[src/core/opp_params.svh]
// Purpose: Constants for the parallel PROM programmer controller.
// Assumes: ref_clk at 250 MHz (4 ns period).
// Notes: Times are kept in their printed unit; cycle counts derive from them.
// Summary of operation
// RULE1: The device is in programming mode only while its reset pin is low.
// RULE2: Only addresses 0x01000 through 0x1ffff are programmed by default.
// RULE3: With chip select and output enable low the device drives the byte.
// RULE4: With chip select and output enable high the data pins float.
// RULE5: Programming needs chip select low, output enable high, supply raised.
// RULE6: A low program strobe writes the applied byte to the address.
// RULE7: Programming starts at 0x01000 with core 6 V and supply 12.5 V.
// RULE8: Each try is one 0.2 ms strobe pulse followed by a read-back check.
// RULE9: Tries repeat until the read-back matches, counting the pulses.
// RULE10: After a match an extra stimulus of count times 0.2 ms is applied.
// RULE11: Each extra strobe pulse lasts between 0.19 ms and 5.25 ms.
// RULE12: The address then increments until the last address is done.
// RULE13: After the last address the contents are read back at 5 V supplies; the code reads back only the byte at the last address.
// RULE14: Strobe activity outside programming conditions changes nothing.
`ifndef OPP_PARAMS_SVH
`define OPP_PARAMS_SVH
`define OPP_CLK_MHZ 250
`define OPP_FIRST_ADDR 17'h01000
`define OPP_LAST_ADDR 17'h1ffff
`define OPP_PULSE_US 200
`define OPP_PULSE_CYC (`OPP_PULSE_US * `OPP_CLK_MHZ)
`define OPP_SETUP_US 2
`define OPP_SETUP_CYC (`OPP_SETUP_US * `OPP_CLK_MHZ)
`define OPP_OE_NS 150
`define OPP_OE_CYC ((`OPP_OE_NS * `OPP_CLK_MHZ + 999) / 1000)
`define OPP_MAX_TRIES 25
`endif

[src/core/opp_pkg.sv]
// Purpose: Types for the parallel PROM programmer controller.
// Assumes: Constants come from opp_params.svh.
// Notes: Pin group travels as one packed struct.
`default_nettype none
package opp_pkg;
   typedef enum logic [9:0] {
      OPP_IDLE   = 10'h001,
      OPP_POWER  = 10'h002,
      OPP_SETUP  = 10'h004,
      OPP_PULSE  = 10'h008,
      OPP_RELAX  = 10'h010,
      OPP_VERIFY = 10'h020,
      OPP_EXTRA  = 10'h040,
      OPP_NEXT   = 10'h080,
      OPP_FINAL  = 10'h100,
      OPP_DONE   = 10'h200
   } opp_state_t;
   typedef struct packed {
      logic [16:0] addr;
      logic [7:0] dataOut;
      logic dataOe;
      logic chipSelect_n;
      logic outputEnable_n;
      logic program_strobe_n;
      logic vppHigh;
      logic vccHigh;
      logic deviceReset_n;
   } opp_pins_t;
endpackage : opp_pkg
`default_nettype wire

[src/core/opp_programmer.sv]
// Purpose: Drives a byte-wide PROM port through pulse-and-verify programming.
// Assumes: Image bytes arrive on request; data pins sampled on ref_clk.
// Notes: Long counts are parameters so a simulation can shorten them.
`include "opp_params.svh"
`default_nettype none
module opp_programmer
   import opp_pkg::*;
#(
   parameter int unsigned PULSE_CYC = `OPP_PULSE_CYC,
   parameter int unsigned SETUP_CYC = `OPP_SETUP_CYC,
   parameter logic [16:0] FIRST_ADDR = `OPP_FIRST_ADDR,
   parameter logic [16:0] LAST_ADDR = `OPP_LAST_ADDR,
   parameter int unsigned MAX_TRIES = `OPP_MAX_TRIES
) (
   input wire logic ref_clk,
   input wire logic reset_n,
   input wire logic start,
   input wire logic [7:0] imageData,
   output logic [16:0] imageAddr,
   input wire logic [7:0] promDataIn,
   output opp_pins_t pins,
   output logic busy,
   output logic done,
   output logic fail,
   output logic mismatch
);
   localparam int unsigned OE_CYC = `OPP_OE_CYC;
   localparam int CW = 32;
   logic rstMeta, rst_n;
   opp_state_t state, next_state;
   logic [CW-1:0] timer;
   logic [7:0] tries, extraLeft;
   logic timerDone;
   // One flop per pin; the struct output is only their bundle
   logic [16:0] pinAddr;
   logic [7:0] pinData;
   logic pinDataOe;
   logic pinSelect_n;
   logic pinOutEn_n;
   logic pinStrobe_n;
   logic pinVpp;
   logic pinVcc;
   logic pinReset_n;
   logic next_supply;

   always_ff @(posedge ref_clk or negedge reset_n) begin
      if (!reset_n) begin
         rstMeta <= 1'b0;
         rst_n <= 1'b0;
      end else begin
         rstMeta <= 1'b1;
         rst_n <= rstMeta;
      end
   end

   assign timerDone = (timer == '0);

   always_comb begin
      next_state = state;
      case (state)
         OPP_IDLE: if (start) next_state = OPP_POWER;
         OPP_POWER: if (timerDone) next_state = OPP_SETUP;
         OPP_SETUP: if (timerDone) next_state = OPP_PULSE;
         OPP_PULSE: if (timerDone) next_state = OPP_RELAX;
         OPP_RELAX: if (timerDone) next_state = OPP_VERIFY;
         OPP_VERIFY: begin
            if (timerDone) begin
               if (promDataIn == imageData) next_state = OPP_EXTRA;
               else if (tries >= 8'(MAX_TRIES)) next_state = OPP_DONE;
               else next_state = OPP_SETUP;
            end
         end
         OPP_EXTRA: if (timerDone && extraLeft <= 8'h01) next_state = OPP_NEXT;
         OPP_NEXT: begin
            if (timerDone) begin
               if (imageAddr == LAST_ADDR) next_state = OPP_FINAL;
               else next_state = OPP_SETUP;
            end
         end
         OPP_FINAL: if (timerDone) next_state = OPP_DONE;
         OPP_DONE: if (start) next_state = OPP_POWER;
         default: next_state = OPP_IDLE;
      endcase
   end

   always_ff @(posedge ref_clk or negedge rst_n) begin
      if (!rst_n) state <= OPP_IDLE;
      else state <= next_state;
   end

   // Timer reloads on every state change; program pulses are exact 0.2 ms, the extra pulse tries times that
   always_ff @(posedge ref_clk or negedge rst_n) begin
      if (!rst_n) begin
         timer <= '0;
      end else if (next_state != state ||
            (state == OPP_EXTRA && timerDone)) begin
         case (next_state)
            OPP_PULSE, OPP_EXTRA: timer <= CW'(PULSE_CYC - 1); // RULE8 RULE11
            OPP_VERIFY: timer <= CW'(OE_CYC);
            default: timer <= CW'(SETUP_CYC - 1);
         endcase
      end else if (!timerDone) begin
         timer <= timer - 1'b1;
      end
   end

   always_ff @(posedge ref_clk or negedge rst_n) begin
      if (!rst_n) begin
         imageAddr <= FIRST_ADDR;
         tries <= 8'h00;
         extraLeft <= 8'h00;
      end else begin
         if (state == OPP_IDLE || state == OPP_DONE) begin
            imageAddr <= FIRST_ADDR; // RULE2 RULE7
         end else if (state == OPP_NEXT && timerDone &&
               imageAddr != LAST_ADDR) begin
            imageAddr <= imageAddr + 17'h00001; // RULE12
         end
         if (state == OPP_NEXT || state == OPP_POWER) tries <= 8'h00;
         else if (state == OPP_PULSE && timerDone) tries <= tries + 8'h01; // RULE9
         if (state == OPP_VERIFY && next_state == OPP_EXTRA) begin
            extraLeft <= tries; // RULE10
         end else if (state == OPP_EXTRA && timerDone) begin
            extraLeft <= extraLeft - 8'h01;
         end
      end
   end

   // Supplies stay raised from power-up until the last byte is done or a byte fails
   assign next_supply = next_state inside {OPP_POWER, OPP_SETUP, OPP_PULSE,
      OPP_RELAX, OPP_VERIFY, OPP_EXTRA, OPP_NEXT};

   // Address and data follow the image byte being programmed
   always_ff @(posedge ref_clk or negedge rst_n) begin
      if (!rst_n) begin
         pinAddr <= 17'h00000;
         pinData <= 8'h00;
      end else begin
         pinAddr <= imageAddr;
         pinData <= imageData; // RULE6
      end
   end

   // Device held in programming mode whenever a run is active
   always_ff @(posedge ref_clk or negedge rst_n) begin
      if (!rst_n) begin
         pinReset_n <= 1'b1;
      end else begin
         pinReset_n <= (next_state == OPP_IDLE); // RULE1
      end
   end

   // Supply levels; low means the plain read level
   always_ff @(posedge ref_clk or negedge rst_n) begin
      if (!rst_n) begin
         pinVpp <= 1'b0;
         pinVcc <= 1'b0;
      end else begin
         pinVpp <= next_supply; // RULE5 RULE7 RULE13
         pinVcc <= next_supply; // RULE7
      end
   end

   // Select is released while idle, powering up or finished
   always_ff @(posedge ref_clk or negedge rst_n) begin
      if (!rst_n) begin
         pinSelect_n <= 1'b1;
      end else begin
         pinSelect_n <= next_state inside {OPP_IDLE, OPP_POWER,
            OPP_DONE}; // RULE5
      end
   end

   // Output enable low only for read-back; high floats the device pins
   always_ff @(posedge ref_clk or negedge rst_n) begin
      if (!rst_n) begin
         pinOutEn_n <= 1'b1;
      end else begin
         pinOutEn_n <= !(next_state == OPP_VERIFY ||
            next_state == OPP_FINAL); // RULE3 RULE4 RULE5
      end
   end

   // Data drive only while the device is not driving back
   always_ff @(posedge ref_clk or negedge rst_n) begin
      if (!rst_n) begin
         pinDataOe <= 1'b0;
      end else begin
         pinDataOe <= next_state inside {OPP_SETUP, OPP_PULSE,
            OPP_EXTRA}; // RULE6
      end
   end

   // Strobe low only in pulse states, where select and supply are set
   always_ff @(posedge ref_clk or negedge rst_n) begin
      if (!rst_n) begin
         pinStrobe_n <= 1'b1;
      end else begin
         pinStrobe_n <= !(next_state == OPP_PULSE ||
            next_state == OPP_EXTRA); // RULE6 RULE14
      end
   end

   always_comb begin
      pins.addr = pinAddr;
      pins.dataOut = pinData;
      pins.dataOe = pinDataOe;
      pins.chipSelect_n = pinSelect_n;
      pins.outputEnable_n = pinOutEn_n;
      pins.program_strobe_n = pinStrobe_n;
      pins.vppHigh = pinVpp;
      pins.vccHigh = pinVcc;
      pins.deviceReset_n = pinReset_n;
   end

   always_ff @(posedge ref_clk or negedge rst_n) begin
      if (!rst_n) begin
         busy <= 1'b0;
      end else begin
         busy <= !(next_state == OPP_IDLE || next_state == OPP_DONE);
      end
   end

   // Completion flags; setting wins over a start in the same cycle
   always_ff @(posedge ref_clk or negedge rst_n) begin
      if (!rst_n) begin
         done <= 1'b0;
         mismatch <= 1'b0;
      end else if (state == OPP_FINAL && timerDone) begin
         done <= 1'b1;
         mismatch <= (promDataIn != imageData); // RULE13
      end else if (start) begin
         done <= 1'b0;
         mismatch <= 1'b0;
      end
   end

   always_ff @(posedge ref_clk or negedge rst_n) begin
      if (!rst_n) begin
         fail <= 1'b0;
      end else if (state == OPP_VERIFY && next_state == OPP_DONE) begin
         fail <= 1'b1;
      end else if (start) begin
         fail <= 1'b0;
      end
   end
endmodule : opp_programmer
`default_nettype wire
[config.mk]
export PLATFORM = sky130hd
export DESIGN_NAME = opp_programmer
export DESIGN_NICKNAME = d
export VERILOG_FILES = /design/src/core/opp_pkg.sv /design/src/core/opp_programmer.sv
export VERILOG_INCLUDE_DIRS = /design/src /design/src/core
export SDC_FILE = /design/constraint.sdc
export NUM_CORES = 1
export LEC_CHECK = 0
export BUFFER_PORTS_ARGS = -buffer_cell sky130_fd_sc_hd__buf_2
export CELL_PAD_IN_SITES_DETAIL_PLACEMENT = 0
export CELL_PAD_IN_SITES_GLOBAL_PLACEMENT = 1
export CORE_ASPECT_RATIO = 0.6
export CORE_MARGIN = 4
export CORE_UTILIZATION = 45
export DETAILED_ROUTE_END_ITERATION = 10
export PLACE_DENSITY = 0.84
export SLEW_MARGIN = 5
export SYNTH_ARGS = -nofsm -noshare
export SYNTH_HDL_FRONTEND = slang
export SYNTH_SLANG_ARGS = --single-unit
[constraint.sdc]
create_clock -name ref_clk -period 3.9 [get_ports ref_clk]
set_input_delay 0.585 -clock ref_clk [delete_from_list [all_inputs] [get_ports ref_clk]]
set_output_delay 0.585 -clock ref_clk [all_outputs]
set_load 0.03 [all_outputs]
==> flow_summary_export.csv, run 1 <==
group,metric,value,unit
floorplanning,die_x,153,µm
floorplanning,core,0.0122,mm²
yosys,yosys-top-cells-count,"106 x dfrtp_1, 78 x nor2_1, 44 x nand2_1",
yosys,synthXorXnorAreaFrac,9.15,%
route,first_pass_iters,7,
clock_network,insertion_delay,0.35,ns
layout,num-nets-final,667,
clock_network,clock_sinks,112,
yosys,yosys.area_share.adder,1.77,%
route,drt-initial-drc-count,424,
yosys,syn_inst,570,
route,vias,4529,
route,vias_per_cell,5.59,
floorplanning,initial_utilization,46.4,%
layout,nFillCells,1090,
yosys,ys.flop_type,"dfrtp_1",
yosys,yosys.area.top_type,"dfrtp_1",
clock_network,cts_tree,"built",
route,drc,0,
floorplanning,io_pins,72,
global_route,met3_usage,4.76,%
timing,setup_viol,0,
min_path,hp-class,"reg2async",
floorplanning,rows,31,
critical_path,r2r_start,"timer[0]",
global_route,top_usage_layer,"met1",
yosys,synth.most_common_cell,"dfrtp_1",
global_route,grt_pass1_vias,4290,
timing,slew_viol_final,0,
yosys,synth_area_per_cell,9.91,µm²
layout,syn_to_final_growth,15.8,%
route,ant_nets,0,
yosys,async_reset_ff_share,100,%
clock_network,cts_setup_buffers,0,
critical_path,worstPathMaxFanout,8,
clock_network,clk_pin_slew,0.08,ns
global_route,grt_max_degree,44,
power,powerDensity,444,mW/mm²
global_route,overflow,0,
yosys,synth-compound-area-share,8.93,%
clock_network,htreeDepth,3,
global_route,grt_usage,18.8,%
yosys,syn_area,0.00565,mm²
yosys,synth_top_family_by_area,"simple AND/OR/NAND/NOR gates",
critical_path,required,4.12,ns
route,wl_per_cell,16.4,µm
layout,final_layout_size_suffix_gt1_share,20.6,%
placement,gp_congestion,0.987,
global_route,grt_util_met1,28.5,%
route,finalWirelength,13300,µm
timing,fin_tns_setup,0,ns
critical_path,critPathLaunchType,"flip-flop",
yosys,synth_edf_count,0,
global_route,grtUsageMet2,26.9,%
timing,setup_ws,0.327,ns
outcome,outcome,"completed",
timing,period_needed,3.57,ns
timing,tightest_slew,0.698,ns
placement,portBuffers,71,
yosys,synth_top_cell_area_share,47.0,%
timing,fmax,280,MHz
yosys,ys_ff_latch,112,
timing,fin_crit_sh,91.6,%
power,leakagePower,2.99,nW
global_route,antenna_found_initial,0,
timing,finClkSkew,0.0107,ns
placement,hpwl,9780,µm
clock_network,cts-root-buf,"clkbuf_16",
critical_path,crit_arrival,3.79,ns
yosys,synth_warnings,0,
run,cap_violations,0,
yosys,synthTopCellsByArea,"dfrtp_1 47%, xnor2_1 5.3%, nor2_1 5.2%",
critical_path,cp-end-kind,"flip-flop",
timing,rsz0062_at_grt,"false",
yosys,synthSimpleGateAreaFrac,23.1,%
yosys,synth_cell_types,64,
timing,slew_headroom,53.1,%
layout,antenna_cells,0,
critical_path,crit_type,"reg2reg",
floorplanning,die_h,94.8,µm
clock_network,numCtsBuffers,9,
placement,pre_cts_slack,0.208,ns
timing,hold_violations,0,
yosys,synth.area.mux_share,3.26,%
global_route,grt_pass1_wl,22000,µm
power,peakVddDrop,0.303,mV
critical_path,crit_start,"timer[0]",
yosys,syn-num-nets,597,
floorplanning,die_area,0.0145,mm²
yosys,synth_seq_area_share,49.8,%
clock_network,cts_max_path_buffers,2,
[placed cells by master, fill, tap and decap left out, types with 5 or more instances in the layout]
master and n:
o21ai_1 10, ha_1 8, nor4_1 17, buf_4 20
xor2_1 25, nor3_1 18, nand2_1 44, mux2i_1 15
dfstp_2 6, buf_2 71, nand3_1 11, inv_1 14
a21oi_1 16, or3_1 16, xnor2_1 34, o21ai_0 20
nand2b_1 8, nor2_1 78, or4_1 12, dfrtp_1 105
nand4_1 13, o31ai_1 5, clkbuf_16 9
[flip-flops by register name (all words and copies together), names as in the netlist, 8 cells and up]
register   flops
imageAddr     17
state         10
pinAddr       17
tries          8
pinData        8
timer         32
extraLeft      8
[through the flow]
stage,instances,instance area [µm²],hold slack [ns],utilization (%),power (mW)
3_3_place_gp,793,6200,0.276,50.9,1.94
6_report,810,6540,0.274,53.7,2.90
4_1_cts,810,6540,0.287,53.7,2.93
5_1_grt,810,6540,0.314,53.7,3.03
3_5_place_dp,793,6200,0.279,50.9,1.95
2_1_floorplan,570,5650,0.289,-,1.78
[cells by family after synthesis]
kind of cell	count (synthesis)
flip-flops	112
multiplexers	18
XOR/XNOR	59
adder cells (fa/ha/maj)	8
buffers and inverters	48
AND/OR/NAND/NOR	247
other	1
AO/OA/AOI/OAI	77
[report_power, final]
group          switching (mW)  internal (mW)
Sequential             0.0564           1.23
Combinational           0.416          0.235
Clock                   0.452          0.517
[cell type report]
| class | count | area [µm²] | share of cell area, % |
|---|---|---|---|
| clock buffer | 9 | 225 | 3.44 |
| multi-input combinational | 410 | 2630 | 40.1 |
| timing repair buffer | 92 | 515 | 7.88 |
| tap | 165 | 206 | 3.16 |
| sequential | 112 | 2810 | 43.0 |
| clock inverter | 7 | 98.8 | 1.51 |
| inverter | 15 | 56.3 | 0.861 |
[per-layer routing]
metal	wire length, µm	share of wire, %
met1	6500	49
met2	5550	42
met3	1090	8.2
met4	144	1.1
met5	0	0
[final timing paths]
check | endpoint | slack, ns | cells after the start
worst max-delay path | pinVcc | 0.33 | 9
worst min-delay path | pinData[3] | 0.27 | 0
worst max register to register | pinVcc | 0.33 | 9
worst min register to register | pinData[3] | 0.27 | 0
max in group asynchronous | state[4] | 2.70 | 1
min in group ref_clk | pinData[4] | 0.36 | 1
[critical path, cell delays in order (launching register included)]
cell and delay, ns:
dfrtp_1 0.39, inv_1 0.09, ha_1 0.19, or3b_2 0.46, or4_4 0.62, nor4_4 0.38
o221ai_2 0.15, a22o_1 0.30, or3_4 0.44, or4_1 0.41
[what timing repair did]
| item | CTS | global route |
|---|---|---|
| gates resized for setup | 0 | 1 |
| hold buffers | 1 | 0 |
| endpoints found under the hold margin | 2 | 0 |
| setup endpoints to repair | 0 | 1 |
Power figures use the tool's default switching activity.
==> run 2, diff against run 1 <==
ABC_AREA = 1   (was default)
CORE_UTILIZATION = 44   (was 45)
HOLD_SLACK_MARGIN = 0.08   (was default)
PLACE_DENSITY = 0.85   (was 0.84)
==> run 2 against run 1 <==
  * Global-route usage up 0.96 points
  * Power is 1.3% lower
  * Combinational power down 2%
  * Critical path depth is 4 higher
  * Worst hold slack improved by 0.076 ns
  * Cell count grew 20%
  * Via count is 11% higher
  * Clock skew up 0.0038 ns
  * Flip-flop and latch count unchanged
  * First-iteration DRC count up 6.1%
  * Sequential power about the same
==> flow_summary_export.csv, run 2 <==
group,metric,value,unit
clock_network,cts_max_path_buffers,2,
power,powerDensity,427,mW/mm²
critical_path,r2r_end,"timer[5]",
clock_network,cts_tree,"built",
yosys,syn_area,0.00591,mm²
yosys,synth_edf_count,0,
clock_network,clock_sinks,112,
global_route,overflow,0,
layout,final_layout_size_suffix_gt1_share,18.1,%
layout,top_register,"timer",
critical_path,worstPathMaxFanout,29,
power,seq_power_share,45.8,%
timing,setup_ws,1.24,ns
critical_path,crit_start,"timer[0]",
timing,tightest_slew,0.979,ns
critical_path,slowest_stage,"dfrtp_1",
min_path,hp-class,"in2reg",
route,drc,0,
floorplanning,io_pins,72,
clock_network,htreeDepth,3,
floorplanning,initial_utilization,45.5,%
yosys,synth_warnings,0,
power,finalPower,2.87,mW
route,finalWirelength,14400,µm
placement,portBuffers,71,
global_route,grt_max_degree,78,
critical_path,crit_cells,13,
critical_path,critical_path_buf_inv_count,2,
yosys,synth.most_common_cell,"nand2_1",
outcome,outcome,"completed",
run,cap_violations,0,
yosys,yosys-top-cells-count,"169 x nand2_1, 106 x dfrtp_1, 106 x nor2_1",
power,leakagePower,3.45,nW
global_route,grt_pass1_vias,4782,
layout,antenna_cells,0,
clock_network,cts-root-buf,"clkbuf_16",
floorplanning,die_area,0.0154,mm²
timing,slew_viol_final,0,
critical_path,r2r_start,"timer[0]",
route,ant_nets,0,
layout,nFillCells,1262,
route,vias,5013,
clock_network,cts_setup_buffers,0,
layout,mostFrequentLayoutCells,"169 x nand2_1, 106 x nor2_1, 105 x dfrtp_1, 88 x inv_1, 71 x buf_2",
floorplanning,core,0.0130,mm²
timing,slew_headroom,34.7,%
critical_path,path_cells,"inv_1 > ha_1 > nand2_2 > nor2_4 > nand2_2 > nor2_8 > nand2_2 > a21oi_4 > nand2_4 > nand2_4 > nand2_2 > nand2_1 > inv_2",
yosys,synth_top_cell_area_share,44.8,%
floorplanning,rows,32,
critical_path,path_delay_family,"simple AND/OR/NAND/NOR gates",
timing,finClkSkew,0.0145,ns
clock_network,clk_pin_slew,0.08,ns
critical_path,cp-end-kind,"flip-flop",
power,switching_share,35.0,%
timing,hold_violations,0,
layout,postLayoutCoreUtil,51.5,%
yosys,synth_seq_area_share,47.5,%
critical_path,reg2reg_slack,1.24,ns
route,wl_per_cell,14.7,µm
critical_path,max_stage_delay,0.40,ns
critical_path,required,4.15,ns
power,p_switching,1.00,mW
yosys,ys_ff_latch,112,
yosys,synth_cell_types,47,
global_route,grt_usage,19.7,%
yosys,synth_area_per_cell,8.11,µm²
route,first_pass_iters,5,
power,peakVddDrop,0.284,mV
yosys,synthTopCellsByArea,"dfrtp_1 45%, nand2_1 11%, nor2_1 6.7%",
clock_network,numCtsBuffers,9,
floorplanning,die_x,158,µm
placement,hpwl,11000,µm
timing,setup_viol,0,
power,comb_power_share,22.1,%
timing,fin_crit_sh,68.2,%
power,pwr-share-clk,32.0,%
layout,syn_to_final_growth,13.4,%
layout,largest_reg_flops,32,
timing,period_needed,2.66,ns
critical_path,r2r_cells,13,
power,p_int,1.86,mW
critical_path,cp_common_cell,"nand2_2",
yosys,ys.flop_type,"dfrtp_1",
placement,gp_congestion,0.970,
route,drt-initial-drc-count,450,
critical_path,critPathLaunchType,"flip-flop",
yosys,async_reset_ff_share,100,%
timing,fmax,376,MHz
global_route,grt_pass1_wl,24500,µm
critical_path,crit_type,"reg2reg",
floorplanning,die_h,97.8,µm
layout,largestRegisters,"timer: 32 flops, imageAddr: 17 flops, pinAddr: 17 flops",
yosys,syn-num-nets,756,
yosys,yosys.area.top_type,"dfrtp_1",
layout,mostFrequentLayoutCell,"nand2_1",
timing,fin_tns_setup,0,ns
placement,pre_cts_slack,1.26,ns
timing,hold_slack,0.350,ns
route,vias_per_cell,5.14,
global_route,antenna_found_initial,0,
clock_network,insertion_delay,0.36,ns
layout,num-nets-final,828,
yosys,syn_inst,729,
timing,rsz0062_at_grt,"false",
critical_path,crit_end,"timer[5]",
critical_path,crit_arrival,2.90,ns
-- run 2: cell count changes after synthesis, moves of 15 or more --
cell,delta
mux2i_1,-15
clkbuf_1,-18
nand3_1,+32
nor2_1,+28
nand2_1,+125
or3_1,-16
inv_1,+74
-- run 2: cells by family after synthesis --
kind of cell	Yosys count	synth area share, %
simple gates	398	30.9
compound gates	67	6.85
flops	112	47.5
xor+xnor	36	5.33
other cells	1	0.0634
fa+ha+maj	8	1.69
buf+inv	107	7.64
-- run 2: how the worst min path moves through the flow --
| stage | from | end | slack, ns | depth (start not counted) |
|---|---|---|---|---|
| finish | imageData[3] | pinData[3] | 0.35 | 1 |
| global route | imageData[3] | pinData[3] | 0.34 | 1 |
| CTS | imageData[3] | pinData[3] | 0.34 | 1 |
| detailed placement | rstMeta | rst_n | 0.34 | 0 |
| global placement | rstMeta | rst_n | 0.34 | 0 |
| floorplan | reset_n | rstMeta | 0.29 | 0 |
-- run 2: power groups by stage --
stage	logic [mW]	clock network [mW]	registers, mW
floorplan	0.499	0	1.34
global placement	0.624	0	1.34
detailed placement	0.631	0	1.34
CTS	0.636	0.940	1.31
global route	0.711	0.991	1.33
finish	0.635	0.918	1.31
-- run 2: through the flow --
step	area [µm²]	instances
after floorplan	5910	729
after global placement	6400	959
after detailed placement	6400	959
after CTS	6710	976
after global routing	6710	976
final	6710	976
-- run 2: per-layer routing --
metal | vias up | GRT usage [%] | share of wire, %
met5 | - | 0 | 0
met4 | 0 | 4.23 | 1.0
met3 | 15 | 5.09 | 8.5
met2 | 178 | 25.8 | 39
met1 | 2362 | 32.3 | 52
li1 | 2458 | - | -
-- run 2: area by class of cell --
| class | count | area, µm² | share of cell area [%] |
|---|---|---|---|
| multi-input combinational | 510 | 2650 | 39.6 |
| clock buffer | 9 | 225 | 3.36 |
| timing repair buffer | 73 | 373 | 5.56 |
| clock inverter | 7 | 70.1 | 1.04 |
| inverter | 95 | 359 | 5.35 |
| tap | 170 | 213 | 3.17 |
| sequential | 112 | 2810 | 42.0 |
-- run 2: timing repair --
item                      CTS  global route
gates resized for setup     0             0
hold endpoints to repair    2             0
hold buffers                1             0
==> run 3, diff against run 2 <==
ABC_AREA = 0   (was 1)
CORE_UTILIZATION = 45   (was 44)
PLACE_DENSITY = 0.84   (was 0.85)
clock period = 2.8 ns   (was 3.9 ns; I/O delays follow)
==> run 3 against run 2 <==
  * The run now ends with setup timing left
  * Clock skew fell by 0.0067 ns
  * Critical path depth fell by 5
  * Cell count fell by 2.8%
  * Non-clock buffer count rose by 158
  * Power rose by 64%
  * Critical path type unchanged
==> flow_summary_export.csv, run 3 (same netlist as run 1, synthesis figures left out) <==
group,metric,value,unit
power,peakVddDrop,0.668,mV
layout,num-nets-final,806,
timing,slew_headroom,55.7,%
layout,mostFrequentLayoutCell,"buf_4",
route,drt-initial-drc-count,343,
layout,top_register,"timer",
placement,pre_cts_slack,-0.368,ns
floorplanning,rows,31,
global_route,grt_max_degree,61,
timing,hold_slack,0.200,ns
timing,hold_violations,0,
timing,fmax,313,MHz
route,wl_per_cell,17.7,µm
route,ant_nets,0,
global_route,grt_pass1_wl,26200,µm
timing,setup_viol,65,
layout,postLayoutCoreUtil,67.6,%
placement,dp.cells,907,
placement,dpl_cell_area,0.00721,mm²
clock_network,clock_sinks,112,
critical_path,required,3.03,ns
critical_path,crit_start,"timer[6]",
layout,largestRegisters,"timer: 32 flops, imageAddr: 17 flops, pinAddr: 17 flops",
critical_path,worstPathMaxFanout,4,
critical_path,r2r_start,"timer[6]",
placement,gp_congestion,0.946,
floorplanning,die_x,153,µm
route,finalWirelength,16800,µm
clock_network,numCtsBuffers,9,
timing,setup_ws,-0.392,ns
timing,finClkSkew,0.00783,ns
timing,rsz0062_at_grt,"true",
timing,period_needed,3.19,ns
outcome,violations,"setup timing",
floorplanning,io_pins,72,
layout,syn_to_final_growth,45.7,%
min_path,hp-class,"in2reg",
floorplanning,core,0.0122,mm²
critical_path,critPathLaunchType,"flip-flop",
layout,final_layout_size_suffix_gt1_share,45.0,%
route,vias,5189,
timing,fin_crit_sh,114,%
floorplanning,die_h,94.8,µm
critical_path,crit_type,"reg2reg",
layout,fin_area,0.00823,mm²
layout,fin_cells,949,
route,first_pass_iters,6,
min_path,hp-start,"imageData[0]",
layout,largest_reg_flops,32,
floorplanning,initial_utilization,46.4,%
route,vias_per_cell,5.47,
global_route,overflow,0,
run,cap_violations,0,
clock_network,insertion_delay,0.35,ns
timing,fin_tns_setup,-10.48,ns
clock_network,htreeDepth,3,
global_route,antenna_found_initial,0,
layout,antenna_cells,0,
critical_path,crit_arrival,3.42,ns
power,leakagePower,3.87,nW
power,finalPower,4.70,mW
placement,hpwl,11800,µm
placement,portBuffers,71,
timing,tightest_slew,0.664,ns
outcome,outcome,"finished with violations",
layout,mostFrequentLayoutCells,"130 x buf_4, 100 x dfrtp_1, 71 x buf_2, 66 x nor2_1, 37 x nand2_1",
critical_path,cp-end-kind,"flip-flop",
clock_network,cts_tree,"built",
clock_network,cts_max_path_buffers,2,
global_route,grt_usage,22.6,%
global_route,grt_pass1_vias,5129,
timing,slew_viol_final,0,
power,powerDensity,571,mW/mm²
route,drc,0,
clock_network,clk_pin_slew,0.08,ns
clock_network,cts-root-buf,"clkbuf_16",
floorplanning,die_area,0.0145,mm²
run 3: routing by layer:
| layer | track usage [%] | vias to the layer above | share of wire (%) |
|---|---|---|---|
| met4 | 5.04 | 0 | 1.4 |
| li1 | - | 2418 | - |
| met2 | 33.7 | 197 | 43 |
| met3 | 6.41 | 30 | 8.5 |
| met1 | 32.8 | 2544 | 47 |
| met5 | 0 | - | 0 |
run 3: final cells by class:
cell class / count / area (µm²)
inverter: 15 / 56.3
clock buffer: 9 / 225
sequential: 112 / 2820
multi-input combinational: 410 / 3090
clock inverter: 7 / 66.3
tap: 165 / 206
fill: 942 / 3950
timing repair buffer: 231 / 1770
run 3: power by group:
group          leakage, nW  switching (mW)  internal [mW]  total (mW)
sequential            1.45          0.0585           1.71        1.77
clock                0.141           0.643          0.624        1.27
combinational         2.28           0.814          0.855        1.67
run 3: worst paths after layout:
check                         endpoint  slack [ns]  depth (start not counted)
max                             pinVcc       -0.39                          8
min                         pinData[0]        0.20                          1
max reg2reg                     pinVcc       -0.39                          8
min reg2reg                pinAddr[13]        0.36                          0
max in group asynchronous  pinStrobe_n        1.66                          1
min in group asynchronous  pinAddr[13]        0.36                          0
run 3: worst max-delay path, cell delays in order, from the launching register on:
cell and delay (ns):
dfrtp_1 0.39, or4_4 0.56, or4_4 0.61, buf_6 0.15, nor4_4 0.18, o221ai_2 0.14
a22o_1 0.23, or3_4 0.39, or4_4 0.41
run 3: what timing repair did:
item / in CTS / in global routing
pin swaps: 11 / 33
gates resized for setup: 19 / 98
endpoints found under the setup margin: 62 / 68
setup buffers: 9 / 19
gates cloned: 1 / 1
hold buffers: 1 / 0
endpoints found under the hold margin: 2 / 0
